==> config.mk <==
export PLATFORM = sky130hd
export DESIGN_NAME = reset_vector_and_cause_logic
export DESIGN_NICKNAME = d
export VERILOG_FILES = /design/src/reset_cause_pkg.sv /design/src/pin_sync.sv /design/src/reset_vector_and_cause_logic.sv
export SDC_FILE = /design/constraint.sdc
export NUM_CORES = 1
export LEC_CHECK = 0
export BUFFER_PORTS_ARGS = -buffer_cell sky130_fd_sc_hd__buf_2
export CAP_MARGIN = 20
export CORE_UTILIZATION = 47
export CTS_CLUSTER_SIZE = 16
export DETAILED_ROUTE_END_ITERATION = 6
export PLACE_DENSITY_LB_ADDON = 0.25
export RECOVER_POWER = 50
export SYNTH_ARGS = -nofsm -noshare
export SYNTH_HDL_FRONTEND = slang
export SYNTH_HIERARCHICAL = 1
export SYNTH_SLANG_ARGS = --single-unit
==> constraint.sdc <==
create_clock -name mclk_i -period 2.1 [get_ports mclk_i]
set_input_delay 0.42 -clock mclk_i [delete_from_list [all_inputs] [get_ports mclk_i]]
set_output_delay 0.42 -clock mclk_i [all_outputs]
set_load 0.1 [all_outputs]
==> src/reset_cause_pkg.sv <==
package reset_cause_pkg;

	// Program counter width for a 4K-word program memory.
	localparam int PC_W = 12;
	localparam logic [11:0] RESET_VECTOR = 12'h000;
	localparam logic [11:0] IRQ_VECTOR = 12'h008;
	localparam logic [11:0] RESERVED_BASE = 12'hffb;
	localparam logic [11:0] RESERVED_TOP = 12'hfff;

	// Flag register layout and default.
	localparam int PD_N_BIT = 2;
	localparam int TO_N_BIT = 3;
	localparam logic [7:0] FLAG_RESET = 8'h00;

	// Hold count after a reset source drops, in cycles.
	localparam int RESET_HOLD = 4;
	localparam int SYNC_STAGES = 3;

	// Cause codes for the two flags.
	typedef struct packed
	{
		logic timeout_n_flag;
		logic power_down_n_flag;
	} cause_t;

	localparam cause_t CAUSE_POR = '{timeout_n_flag: 1'b1, power_down_n_flag: 1'b0};
	localparam cause_t CAUSE_WDT = '{timeout_n_flag: 1'b0, power_down_n_flag: 1'b0};
	localparam cause_t CAUSE_EXT = '{timeout_n_flag: 1'b1, power_down_n_flag: 1'b1};

	// Program counter control from the core.
	typedef struct packed
	{
		logic       advance;
		logic       jump;
		logic [11:0] target;
	} pc_ctl_t;

endpackage

==> src/pin_sync.sv <==
`timescale 1ns/1ps
// Three-stage synchroniser; output changes only when stages two and three agree.
module pin_sync
(
	input  wire logic mclk_i,
	input  wire logic rst_i,
	input  wire logic pin_i,
	output logic      level_o
);
	logic [2:0] stage_reg;

	// Shift chain; reset to the idle-high pin level.
	always_ff @(posedge mclk_i or posedge rst_i)
	begin
		if (rst_i)
			stage_reg <= 3'h7;
		else
			stage_reg <= {stage_reg[1:0], pin_i};
	end

	// Accept a new level only once the later stages agree.
	always_ff @(posedge mclk_i or posedge rst_i)
	begin
		if (rst_i)
			level_o <= 1'b1;
		else if (stage_reg[1] == stage_reg[2])
			level_o <= stage_reg[2];
	end
endmodule

==> src/reset_vector_and_cause_logic.sv <==
`timescale 1ns/1ps
module reset_vector_and_cause_logic
#(
	parameter int HOLD = reset_cause_pkg::RESET_HOLD
)
(
	input  wire logic                   mclk_i,
	input  wire logic                   rst_i,
	input  wire logic                   ext_reset_n_i,
	input  wire logic                   wdt_overflow_i,
	input  wire logic                   irq_take_i,
	input  wire reset_cause_pkg::pc_ctl_t pc_ctl_i,
	input  wire logic                   flag_wr_i,
	input  wire logic [7:0]             flag_wdata_i,
	output logic                        sys_reset_o,
	output logic [11:0]                 pc_o,
	output logic                        push_o,
	output logic [11:0]                 push_data_o,
	output logic [7:0]                  processor_flag_reg_o,
	output logic                        pc_reserved_o
);
	logic                 pin_level;
	logic                 src_active;
	logic [2:0]           hold_reg;
	logic                 por_seen_reg;
	reset_cause_pkg::cause_t cause_reg;
	logic [11:0]          pc_reg;
	logic [5:0]           flag_low_reg;
	logic                 push_reg;
	logic [11:0]          push_data_reg;

	pin_sync u_pin_sync
	(
		.mclk_i  (mclk_i),
		.rst_i   (rst_i),
		.pin_i   (ext_reset_n_i),
		.level_o (pin_level)
	);

	// A source is active while the pin is low or on a watchdog overflow pulse.
	// pin holds reset
	assign src_active = !pin_level || wdt_overflow_i;

	// Stretch the internal reset so the core sees a clean multi-cycle pulse.
	always_ff @(posedge mclk_i or posedge rst_i)
	begin
		if (rst_i)
			hold_reg <= 3'(HOLD);
		else if (src_active)
			hold_reg <= 3'(HOLD);
		else if (hold_reg != 3'h0)
			hold_reg <= hold_reg - 3'h1;
	end

	// The core stays in reset while the stretch counter runs, so a one-cycle watchdog pulse still gives a full restart.
	assign sys_reset_o = (hold_reg != 3'h0);

	// Record the cause; power-on is the asynchronous reset itself.
	// cause encoding
	always_ff @(posedge mclk_i or posedge rst_i)
	begin
		if (rst_i)
			cause_reg <= reset_cause_pkg::CAUSE_POR;
		else if (wdt_overflow_i)
			cause_reg <= reset_cause_pkg::CAUSE_WDT;
		else if (!pin_level)
			cause_reg <= reset_cause_pkg::CAUSE_EXT;
	end

	// Program counter: reset vector wins over everything else.
	// restart at zero
	always_ff @(posedge mclk_i or posedge rst_i)
	begin
		if (rst_i)
			pc_reg <= reset_cause_pkg::RESET_VECTOR;
		else if (sys_reset_o || src_active)
			pc_reg <= reset_cause_pkg::RESET_VECTOR;
		else if (irq_take_i)
			pc_reg <= reset_cause_pkg::IRQ_VECTOR;
		else if (pc_ctl_i.jump)
			pc_reg <= pc_ctl_i.target;
		else if (pc_ctl_i.advance)
			pc_reg <= pc_reg + 12'h001;
	end

	// Stack push of the return address on interrupt entry.
	// push current pc
	always_ff @(posedge mclk_i or posedge rst_i)
	begin
		if (rst_i)
		begin
			push_reg      <= 1'b0;
			push_data_reg <= 12'h000;
		end
		else
		begin
			push_reg      <= irq_take_i && !sys_reset_o && !src_active;
			push_data_reg <= pc_reg;
		end
	end

	// Software-writable flag bits; cause bits are read-only to software.
	// registers defaulted
	always_ff @(posedge mclk_i or posedge rst_i)
	begin
		if (rst_i)
			flag_low_reg <= 6'h00;
		else if (sys_reset_o || src_active)
			flag_low_reg <= 6'h00;
		else if (flag_wr_i)
			flag_low_reg <= {flag_wdata_i[7:4], flag_wdata_i[1:0]};
	end

	assign processor_flag_reg_o = {flag_low_reg[5:2], cause_reg.timeout_n_flag,
		cause_reg.power_down_n_flag, flag_low_reg[1:0]};

	// Outputs come straight from registers, so the core never sees a glitch on them.
	assign pc_o        = pc_reg;
	assign push_o      = push_reg;
	assign push_data_o = push_data_reg;

	assign pc_reserved_o = (pc_reg >= reset_cause_pkg::RESERVED_BASE);
endmodule

### After elaboration in Yosys (flattened, before gate mapping)

Index checks and enable logic that the tools add are counted.

| word-level totals | value |
|---|---|
| register bits | 40 |
| latch bits | 0 |
| bits in writable memories | 0 |
| memory bits (read-only) | 0 |
| input bits | 28 |
| output and inout port bits | 35 |
| word-level logic and storage cells | 35 |
| memories kept | 0 |

| operators by class | value |
|---|---|
| $add $sub $neg | 2 |
| multipliers | 0 |
| divide/modulo/power cells | 0 |
| magnitude comparators | 1 |
| equal/unequal tests | 2 |
| shifts and indexed selects | 0 |
| mux-type cells | 10 |
| bitwise logic cells | 0 |
| reductions and logical operators | 11 |

Operators by type and width:

| kind | count |
|---|---|
| 12-bit 2-to-1 mux | 4 |
| 12-bit by 1-bit adder with 12-bit output (second input constant) | 1 |
| 12-bit >= comparator (second input constant) | 1 |
| 6-bit 2-to-1 mux | 2 |
| 3-bit 2-to-1 mux | 2 |
| 2-bit 2-to-1 mux | 2 |
| 2-bit nonzero test | 2 |
| 4-bit nonzero test | 1 |
| 1-bit logical NOT | 3 |
| 3-bit nonzero test | 1 |
| 3-bit by 1-bit subtractor with 3-bit output (second input constant) | 1 |
| 1-bit logical AND | 2 |
| 1-bit logical OR | 2 |
| 2-bit inequality test (second input constant) | 1 |
| 1-bit equality test | 1 |

### Longest topological paths before layout

Gate-level depths: netlist of run 1.

| depth | value |
|---|---|
| word-level depth | 5 |
| mapped depth | 7 |
| mapped depth without buffers | 5 |

### Modules after synthesis

The synthesis of run 1 kept the hierarchy.

By module, submodules not included:

| module | times used | cells an instance | area an instance (um2) | seq. area each (um2) |
|---|---|---|---|---|
| reset_vector_and_cause_logic | 1 | 136 | 1,610.3 | 903.4 |
| pin_sync | 1 | 6 | 120.1 | 105.1 |

### Worst setup path before layout of run 1

No wires, ideal clock.

| timing | value |
|---|---|
| path type | register -> output |
| start point | reg pc_reg[0] (netlist: pc_o[0]) |
| end point | out pc_reserved_o |
| data arrival time | 3.516 ns |
| required time | 1.680 ns |
| slack | -1.836 ns |
| stages on the path, launching flop included | 4 |
| buffers on the path | 0 |
| cell sequence | dfrtp_1 -> ha_1 -> o211ai_1 -> nor3_1 |

| between the ends | value |
|---|---|
| longest elaborated chain between the ends | 1 |

Ends and longest elaborated chain:

| what | line | RTL |
|---|---|---|
| start, declared | reset_vector_and_cause_logic.sv:27 | `logic [11:0] pc_reg;` |
| start signal, assigned | reset_vector_and_cause_logic.sv:75 | `pc_reg <= reset_cause_pkg::RESET_VECTOR;` |
| start signal, assigned | reset_vector_and_cause_logic.sv:77 | `pc_reg <= reset_cause_pkg::RESET_VECTOR;` |
| start signal, assigned | reset_vector_and_cause_logic.sv:79 | `pc_reg <= reset_cause_pkg::IRQ_VECTOR;` |
| 12-bit >= comparator | reset_vector_and_cause_logic.sv:122 | `assign pc_reserved_o = (pc_reg >= reset_cause_pkg::RESERVED_BASE);` |
| end, declared | reset_vector_and_cause_logic.sv:20 | `output logic pc_reserved_o` |

Every way passes these cells.

### Worst setup path in the final report of run 1

| timing | value |
|---|---|
| start point | reg hold_reg[0] |
| end point | out sys_reset_o |

| between the ends | value |
|---|---|
| longest elaborated chain between the ends | 1 |

Ends and longest elaborated chain:

| what | line | RTL |
|---|---|---|
| start, declared | reset_vector_and_cause_logic.sv:24 | `logic [2:0] hold_reg;` |
| start signal, assigned | reset_vector_and_cause_logic.sv:48 | `hold_reg <= 3'(HOLD);` |
| start signal, assigned | reset_vector_and_cause_logic.sv:50 | `hold_reg <= 3'(HOLD);` |
| start signal, assigned | reset_vector_and_cause_logic.sv:52 | `hold_reg <= hold_reg - 3'h1;` |
| 3-bit nonzero test | reset_vector_and_cause_logic.sv:56 | `assign sys_reset_o = (hold_reg != 3'h0);` |
| end, declared | reset_vector_and_cause_logic.sv:15 | `output logic sys_reset_o,` |

Every way passes these cells.

==> results of run 1 <==
==> worst paths after layout <==
| check | to | slack, ps | depth (start not counted) |
|---|---|---|---|
| max reg2reg | pc_o[10] | 360 | 5 |
| min reg2reg | u_pin_sync/stage_reg[1] | 380 | 0 |
| max | sys_reset_o | 150 | 4 |
| max in group asynchronous | pc_o[5] | 780 | 3 |
| min in group mclk_i | u_pin_sync/stage_reg[0] | 220 | 1 |
| min | push_data_o[2] | 110 | 2 |
==> cells by family (layout without fill, tap and decap cells) <==
group / after synthesis / count (layout) / share of synthesized area (%)
compound gates: 17 / 17 / 8.39
xor+xnor: 12 / 12 / 6.07
fa+ha+maj: 4 / 4 / 2.82
buf+inv: 16 / 82 / 3.83
flops: 40 / 40 / 58.3
mux: 9 / 9 / 5.21
simple gates: 44 / 44 / 15.4
==> cells in the mapped netlist, drive strengths merged <==
| master | count |
|---|---|
| nand3 | 1 |
| xnor2 | 12 |
| dfrtp | 34 |
| buf | 4 |
| maj3 | 1 |
| nor2 | 23 |
| or3 | 1 |
| clkbuf | 1 |
| mux2i | 9 |
| a21oi | 7 |
| or2 | 1 |
| nand2b | 2 |
| nor3 | 5 |
| nand4 | 4 |
| inv | 10 |
| clkinv | 1 |
| nand2 | 6 |
| ha | 3 |
| a211oi | 8 |
| nor4 | 1 |
| o31ai | 1 |
| o211ai | 1 |
| dfstp | 6 |
==> placed cells by master, fill, tap and decap left out, types with 2 or more instances in the layout <==
cell type / instances
xnor2_1: 12
inv_1: 10
clkbuf_1: 2
nor2_1: 23
ha_1: 2
a21oi_1: 7
dfrtp_4: 5
dfrtp_2: 2
nor3_2: 4
clkbuf_8: 6
buf_2: 58
clkinv_2: 2
a211oi_2: 7
mux2i_1: 9
dfrtp_1: 27
nand2_1: 6
nand2b_1: 2
dfstp_1: 2
nand4_4: 2
dfstp_2: 4
==> layer usage <==
| metal | GRT usage, % | vias to the layer above |
|---|---|---|
| met5 | 0 | - |
| met4 | 7.85 | 0 |
| met3 | 6.02 | 6 |
| met2 | 31.4 | 39 |
| met1 | 21.8 | 599 |
| li1 | - | 603 |
==> cell type report <==
cell class                 instances  area (um2)
tap                               46        57.6
timing repair buffer              63         333
inverter                          11        41.3
clock inverter                     2        10.0
multi-input combinational         86         678
sequential                        40        1030
clock buffer                       6        82.6
fill                             276        1210
==> through the flow <==
stage | cells | TNS, ps | power (W) | hold slack (ps) | setup WS, ps
CTS | 254 | 0 | 0.00156 | 129 | 55.0
finish | 254 | 0 | 0.00155 | 112 | 152
global placement | 246 | 0 | 0.00103 | 348 | 432
global route | 254 | 0 | 0.00161 | 151 | 58.3
detailed placement | 246 | 0 | 0.00104 | 355 | 375
floorplan | 142 | -118 | 0.000984 | 345 | -118
==> power by group through the flow <==
| stage | logic, W | registers, W | clock network, W |
|---|---|---|---|
| after detailed placement | 0.000216 | 0.000828 | 0 |
| after global routing | 0.000229 | 0.000815 | 0.000569 |
| after floorplan | 0.0000912 | 0.000893 | 0 |
| after CTS | 0.000217 | 0.000813 | 0.000527 |
| after global placement | 0.000208 | 0.000826 | 0 |
| final | 0.000213 | 0.000811 | 0.000524 |
==> run metrics, run 1 <==
top-level port count=63; Routed WL per cell=13.1 um; Die ar.=3930 um2; Slew Limit Fails=0; Max-Cap Viols=0; Peak supply drop=0.000614 V; clock network power share=33.8%; RSZ-0062 raised after global routing=no; Crit Path Max Fanout=6; vias in the first global route=1247; detailed placement HPWL=2510 um; Cells after Synth=142; Power Dens Cells=694 nW/um2; Top Layer Used=met4; Crit. Startpoint=hold_reg[0]; Initial Util=50.3%; synthesized area=1730 um2; H-tree Lvls=2; first-pass GRT wire length=5530 um; Crit path max-delay family=buffers and inverters; CP startpoint kind=register; Worst-path clk slew=80 ps; DRT Pass-1 Iters=4; top cell type's share of synthesized area=49.2%; DRC=0; Seq/Total Area, Yosys=58.3%; layout cells sized above 1=47.1%; finished layout cell area=2230 um2; IO buf count=60; fin crit share=92.8%; skew final=6.90 ps; met3 wire len=172 um; worst path bufs/invs=2; Synth area leader=dfrtp_1; Fmax=513 MHz; Core Area=3440 um2; die width=62.7 um; relative slew slack=41.9%; chip height=62.7 um; Final Hold Viols=0; Clock Sinks=40; Syn Area/Cell=12.2 um2; Synthesis Warnings=6; CTS tree=done; internal power=0.00112 W; largest net degree at the start of global routing=18; Static Leak=1.14 nW; Worst EP required=1680 ps; Overflow after GRT=0; Ant. Diodes=0; post-route antenna net violation count=0; crit path kind=register to output pin; reg-to-reg startpoint=hold_reg[0]; GR Util All Layers=18.6%; initial antenna violation count=0; Worst setup EP type=output pin; vias post-DR=1247; synth top area cells=dfrtp_1 49%, dfstp_2 9.1%, xnor2_1 6.1%; Detailed Route Iter0 Violations=51; CP Data Arrival Time=1530 ps; Hold Buf Count CTS=0; Setup-failing EPs final=0; Seq pwr share=52.4%; CTS Buf Count=5; Worst Max-Slew Pin Slew=871 ps; final net count=238; Area Overhead vs Synth=29.0%; Synth cell types=29; register bit count reported by yosys=40; Final Core Density=64.8%; post-cts sizing count=0; Total Routed Length=3320 um; Switching Share=28.0%; CTS Buffer Depth=2; Logic pwr share=13.8%; vias per cell=4.91; Rows=21; area of placed instances=2150 um2; worst hold path class=input port to async pin; synthesized net count=173; clk_lat worst skew=290 ps; met2 WL post-DR=1650 um; CP cell instances=inv_1, ha_1, nand2b_1, clkbuf_4; Final min period=1950 ps; Post-Route M1 WL=1440 um; GP Congestion=0.715; CTS root buf=clkbuf_8; Slowest-stage cell, CP=clkbuf_4; outcome=finished, final reports clean; number of setup buffers added after CTS=0; Net Switching=0.000434 W; crit-path max cell delay=380 ps
Power figures use the tool's default switching activity.
==> run 2, diff against run 1 <==
- CELL_PAD_IN_SITES_DETAIL_PLACEMENT: not set -> 0
- CELL_PAD_IN_SITES_GLOBAL_PLACEMENT: not set -> 2
- CORE_UTILIZATION: 47 -> 30
- HOLD_SLACK_MARGIN: not set -> 0.1
==> run 2 against run 1 <==
  * Worst setup slack got worse by 87 ps
  * Power fell by 3.1%
  * Die area rose by 55%
  * Routed wire length rose by 8.2%
  * Clock power fell by 9.2%
  * Cell area rose by 0.62%
  * Maximum frequency fell by 4.3%
  * Critical path depth did not move
  * Non-clock buffer count fell by 1
  * Sequential cell count did not move
  * Global-route usage fell by 5.6 points
  * Via count fell by 3.0%
  * Critical endpoint unchanged
  * Largest cell class unchanged
  * Largest power group unchanged
==> run metrics, run 2 (same netlist as run 1, synthesis figures left out) <==
largest net degree at the start of global routing=37; Worst Max-Slew Pin Slew=867 ps; Power Dens Cells=669 nW/um2; layout cells sized above 1=46.4%; Die ar.=6080 um2; clk_lat worst skew=280 ps; Overflow after GRT=0; Final min period=2030 ps; CTS Buf Count=5; IO buf count=60; most frequent cells in the layout=59 x buf_2, 28 x dfrtp_1, 23 x nor2_1, 12 x xnor2_1, 10 x inv_1; CP startpoint kind=register; vias in the first global route=1240; fillers=585; Total Routed Length=3600 um; Final Hold Viols=0; detailed placement HPWL=2640 um; Detailed Route Iter0 Violations=35; Routed WL per cell=12.9 um; vias per cell=4.33; Area Overhead vs Synth=29.8%; Worst EP required=1680 ps; CP Data Arrival Time=1610 ps; Worst-path clk slew=70 ps; worst hold path class=input port to async pin; CTS Buffer Depth=2; worst path bufs/invs=2; Hold Worst Slack=223 ps; number of setup buffers added after CTS=0; Rows=27; CP cell instances=inv_1, ha_1, nand2b_1, buf_2; relative slew slack=42.2%; GP Congestion=0.709; vias post-DR=1209; setup TNS=0 ps; most common cell after layout, fill and taps aside=buf_2; die width=77.9 um; Static Leak=1.13 nW; Clock Sinks=40; CTS tree=done; Ant. Diodes=0; Final Core Density=40.5%; multi-input logic area=679 um2; placed cells=271; first-pass GRT wire length=5950 um; crit path kind=register to output pin; DRC=0; Hold Buf Count CTS=0; initial antenna violation count=0; Crit path max-delay family=buffers and inverters; register area=1030 um2; skew final=4.65 ps; Core Area=5540 um2; Setup WS post-layout=65.0 ps; chip height=77.9 um; Fmax=491 MHz; Setup-failing EPs final=0; fin crit share=96.9%; Peak supply drop=0.000303 V; CTS root buf=clkbuf_8; DRT Pass-1 Iters=4; Post-Place Worst Slack=324 ps; final net count=237; Non-Filler Instances=279; outcome=finished, final reports clean; Max-Cap Viols=0; top-level port count=63; crit-path max cell delay=470 ps; Initial Util=31.2%; GR Util All Layers=13.1%; Slew Limit Fails=0; post-cts sizing count=0; post-route antenna net violation count=0; Worst setup EP type=output pin; RSZ-0062 raised after global routing=no; Crit Path Max Fanout=6; Slowest-stage cell, CP=buf_2; H-tree Lvls=2
[run 2: final timing paths]
kind	start	end	slack [ps]	cells past startpoint
setup / recovery	hold_reg[0]	sys_reset_o	70	4
hold / removal	rst_i	u_pin_sync/stage_reg[2]	220	2
setup reg to reg	hold_reg[0]	pc_o[10]	330	5
hold reg to reg	u_pin_sync/stage_reg[0]	u_pin_sync/stage_reg[1]	360	0
max in group asynchronous	rst_i	pc_o[5]	1070	3
min in group mclk_i	ext_reset_n_i	u_pin_sync/stage_reg[0]	230	1
[run 2: stage by stage]
stage          total power, W  instance area [um2]
2_1_floorplan        0.000984                 1780
3_3_place_gp          0.00104                 2180
3_5_place_dp          0.00105                 2180
4_1_cts               0.00153                 2260
5_1_grt               0.00158                 2250
6_report              0.00150                 2250
[run 2: report_power, final]
part           internal, W  switching (W)
Clock             0.000233       0.000243
Sequential        0.000796      0.0000149
Combinational    0.0000558       0.000159
[run 2: layout make-up]
type / instances / area share, %
Inverter: 11 / 1.84
Tap cell: 72 / 4.01
Timing Repair Buffer: 62 / 14.6
Multi-Input combinational cell: 86 / 30.3
Clock inverter: 1 / 0.223
Sequential cell: 40 / 45.7
Clock buffer: 7 / 3.40
[run 2: worst register-to-register path: cells and delay by family, from the launching register on]
kind / cells / cell delay, ps
buffers and inverters: 1 / 100
AND/OR/NAND/NOR: 2 / 740
AO/OA/AOI/OAI: 1 / 250
adder cells (fa/ha/maj): 1 / 190
flip-flops: 1 / 390
[run 2: per-layer routing]
layer | global-route usage [%] | share of wire (%) | vias to the layer above
met5 | 0 | 0 | -
met4 | 5.56 | 1.6 | 0
met3 | 3.88 | 6.9 | 7
met2 | 21.0 | 46 | 48
met1 | 16.3 | 46 | 557
li1 | - | - | 597
==> run 3, diff against run 2 <==
- SETUP_SLACK_MARGIN: not set -> 0.3
==> run 3 against run 2 <==
  * Cell area up 1.7%
  * Non-clock buffer count increased by 3
  * Clock skew is essentially flat
  * Clock power is essentially flat
  * First-iteration DRC count unchanged
  * Combinational power increased by 6%
  * Die area did not move
  * Critical path type unchanged
==> run metrics, run 3 (same netlist as run 1, synthesis figures left out) <==
finished layout cell area=2280 um2; detailed placement HPWL=2640 um; Max-Cap Viols=0; CTS Buffer Depth=2; Detailed Route Iter0 Violations=35; CTS root buf=clkbuf_8; most common cell after layout, fill and taps aside=buf_2; largest net degree at the start of global routing=37; clk_lat worst skew=290 ps; area of placed instances=2180 um2; met2 WL post-DR=1690 um; CTS tree=done; Peak supply drop=0.000294 V; Die ar.=6080 um2; CP cell instances=ha_4, o211ai_1, nor3_4, buf_12; setup TNS=0 ps; Overflow after GRT=0; worst path bufs/invs=1; Power Dens Cells=663 nW/um2; CP startpoint kind=register; Top Layer Used=met4; DRC=0; DRT Pass-1 Iters=4; vias per cell=4.37; Initial Util=31.2%; first-pass GRT wire length=6060 um; Final Hold Viols=0; GR Util All Layers=13.3%; vias in the first global route=1270; Fmax=534 MHz; most frequent cells in the layout=58 x buf_2, 28 x dfrtp_1, 23 x nor2_1, 12 x xnor2_1, 10 x inv_1; worst hold path class=input port to async pin; Slowest-stage cell, CP=dfrtp_4; RSZ-0062 raised after global routing=yes; Crit path max-delay family=flip-flops; placed cells=271; crit-path max cell delay=490 ps; Total Routed Length=3690 um; Rows=27; Area Overhead vs Synth=32.0%; Worst EP required=1680 ps; Final min period=1870 ps; Worst Max-Slew Pin Slew=876 ps; CP Data Arrival Time=1450 ps; vias post-DR=1232; Worst-path clk slew=70 ps; outcome=finished, final reports clean; Core Area=5540 um2; Clock Sinks=40; post-route antenna net violation count=0; die width=77.9 um; Non-Filler Instances=282; Ant. Diodes=0; Routed WL per cell=13.1 um; Post-Place Worst Slack=324 ps; H-tree Lvls=2; Final Core Density=41.2%; GP Congestion=0.709; Post-Route M1 WL=1700 um; number of cells on the worst reg-to-reg path=5; final net count=240; fin crit share=89.2%; relative slew slack=41.6%; Setup-failing EPs final=0; skew final=4.60 ps; crit path kind=register to output pin; Setup WS post-layout=226 ps; Crit. path cell count=4; CTS Buf Count=5; chip height=77.9 um; initial antenna violation count=0; Worst setup EP type=output pin; layout cells sized above 1=47.1%; Crit Path Max Fanout=2; Hold Buf Count CTS=0; Static Leak=1.15 nW; met3 wire len=241 um; top-level port count=63; Slew Limit Fails=0; IO buf count=60
-- run 3: cell count changes in the layout (fill, tap and decap cells not counted), sizes merged --
cell / delta
buf: +1
clkbuf: +2
-- run 3: timing repair --
action / in CTS / in global routing
setup buffers: 3 / 0
pin swaps: 3 / 1
endpoints found under the setup margin: 2 / 11
endpoints found under the hold margin: 0 / 0
gates resized for setup: 1 / 4
-- run 3: per-stage QoR --
step                power, W  hold WS, ps
floorplan           0.000984          345
global placement     0.00104          347
detailed placement   0.00105          349
CTS                  0.00153          210
global route         0.00159          214
finish               0.00151          224
-- run 3: cell type report --
type                            count  area (um2)
Clock buffer                        7        76.3
Clock inverter                      1        5.00
Fill cell                         581        3260
Inverter                           11        41.3
Multi-Input combinational cell     86         692
Sequential cell                    40        1030
Tap cell                           72        90.1
Timing Repair Buffer               65         353
-- run 3: worst register-to-register path: cells and delay by family, from the launching register on --
| kind | cells | cell delay [ps] |
|---|---|---|
| fa+ha+maj | 1 | 240 |
| flops | 1 | 390 |
| buf+inv | 1 | 100 |
| simple gates | 2 | 540 |
| compound gates | 1 | 180 |
-- run 3: path summary, 6_finish.rpt --
| path | startpoint | to | slack (ps) |
|---|---|---|---|
| setup / recovery | pc_o[0] | pc_reserved_o | 230 |
| hold / removal | rst_i | u_pin_sync/stage_reg[2] | 220 |
| setup reg to reg | hold_reg[0] | pc_o[10] | 550 |
| hold reg to reg | u_pin_sync/stage_reg[0] | u_pin_sync/stage_reg[1] | 360 |
| max in group asynchronous | rst_i | pc_o[5] | 1060 |
| min in group mclk_i | ext_reset_n_i | u_pin_sync/stage_reg[0] | 230 |
-- run 3: layer usage --
layer / vias up / GRT usage, %
li1: 605 / -
met1: 572 / 16.4
met2: 48 / 21.7
met3: 7 / 3.88
met4: 0 / 5.56
met5: - / 0
-- run 3: where the power goes --
group	internal (W)	leakage [nW]	total, W	switching [W]
sequential	0.000796	0.522	0.000811	0.0000151
clock	0.000233	0.0422	0.000477	0.000244
combinational	0.0000631	0.590	0.000226	0.000163
total	0.00109	1.15	0.00151	0.000422
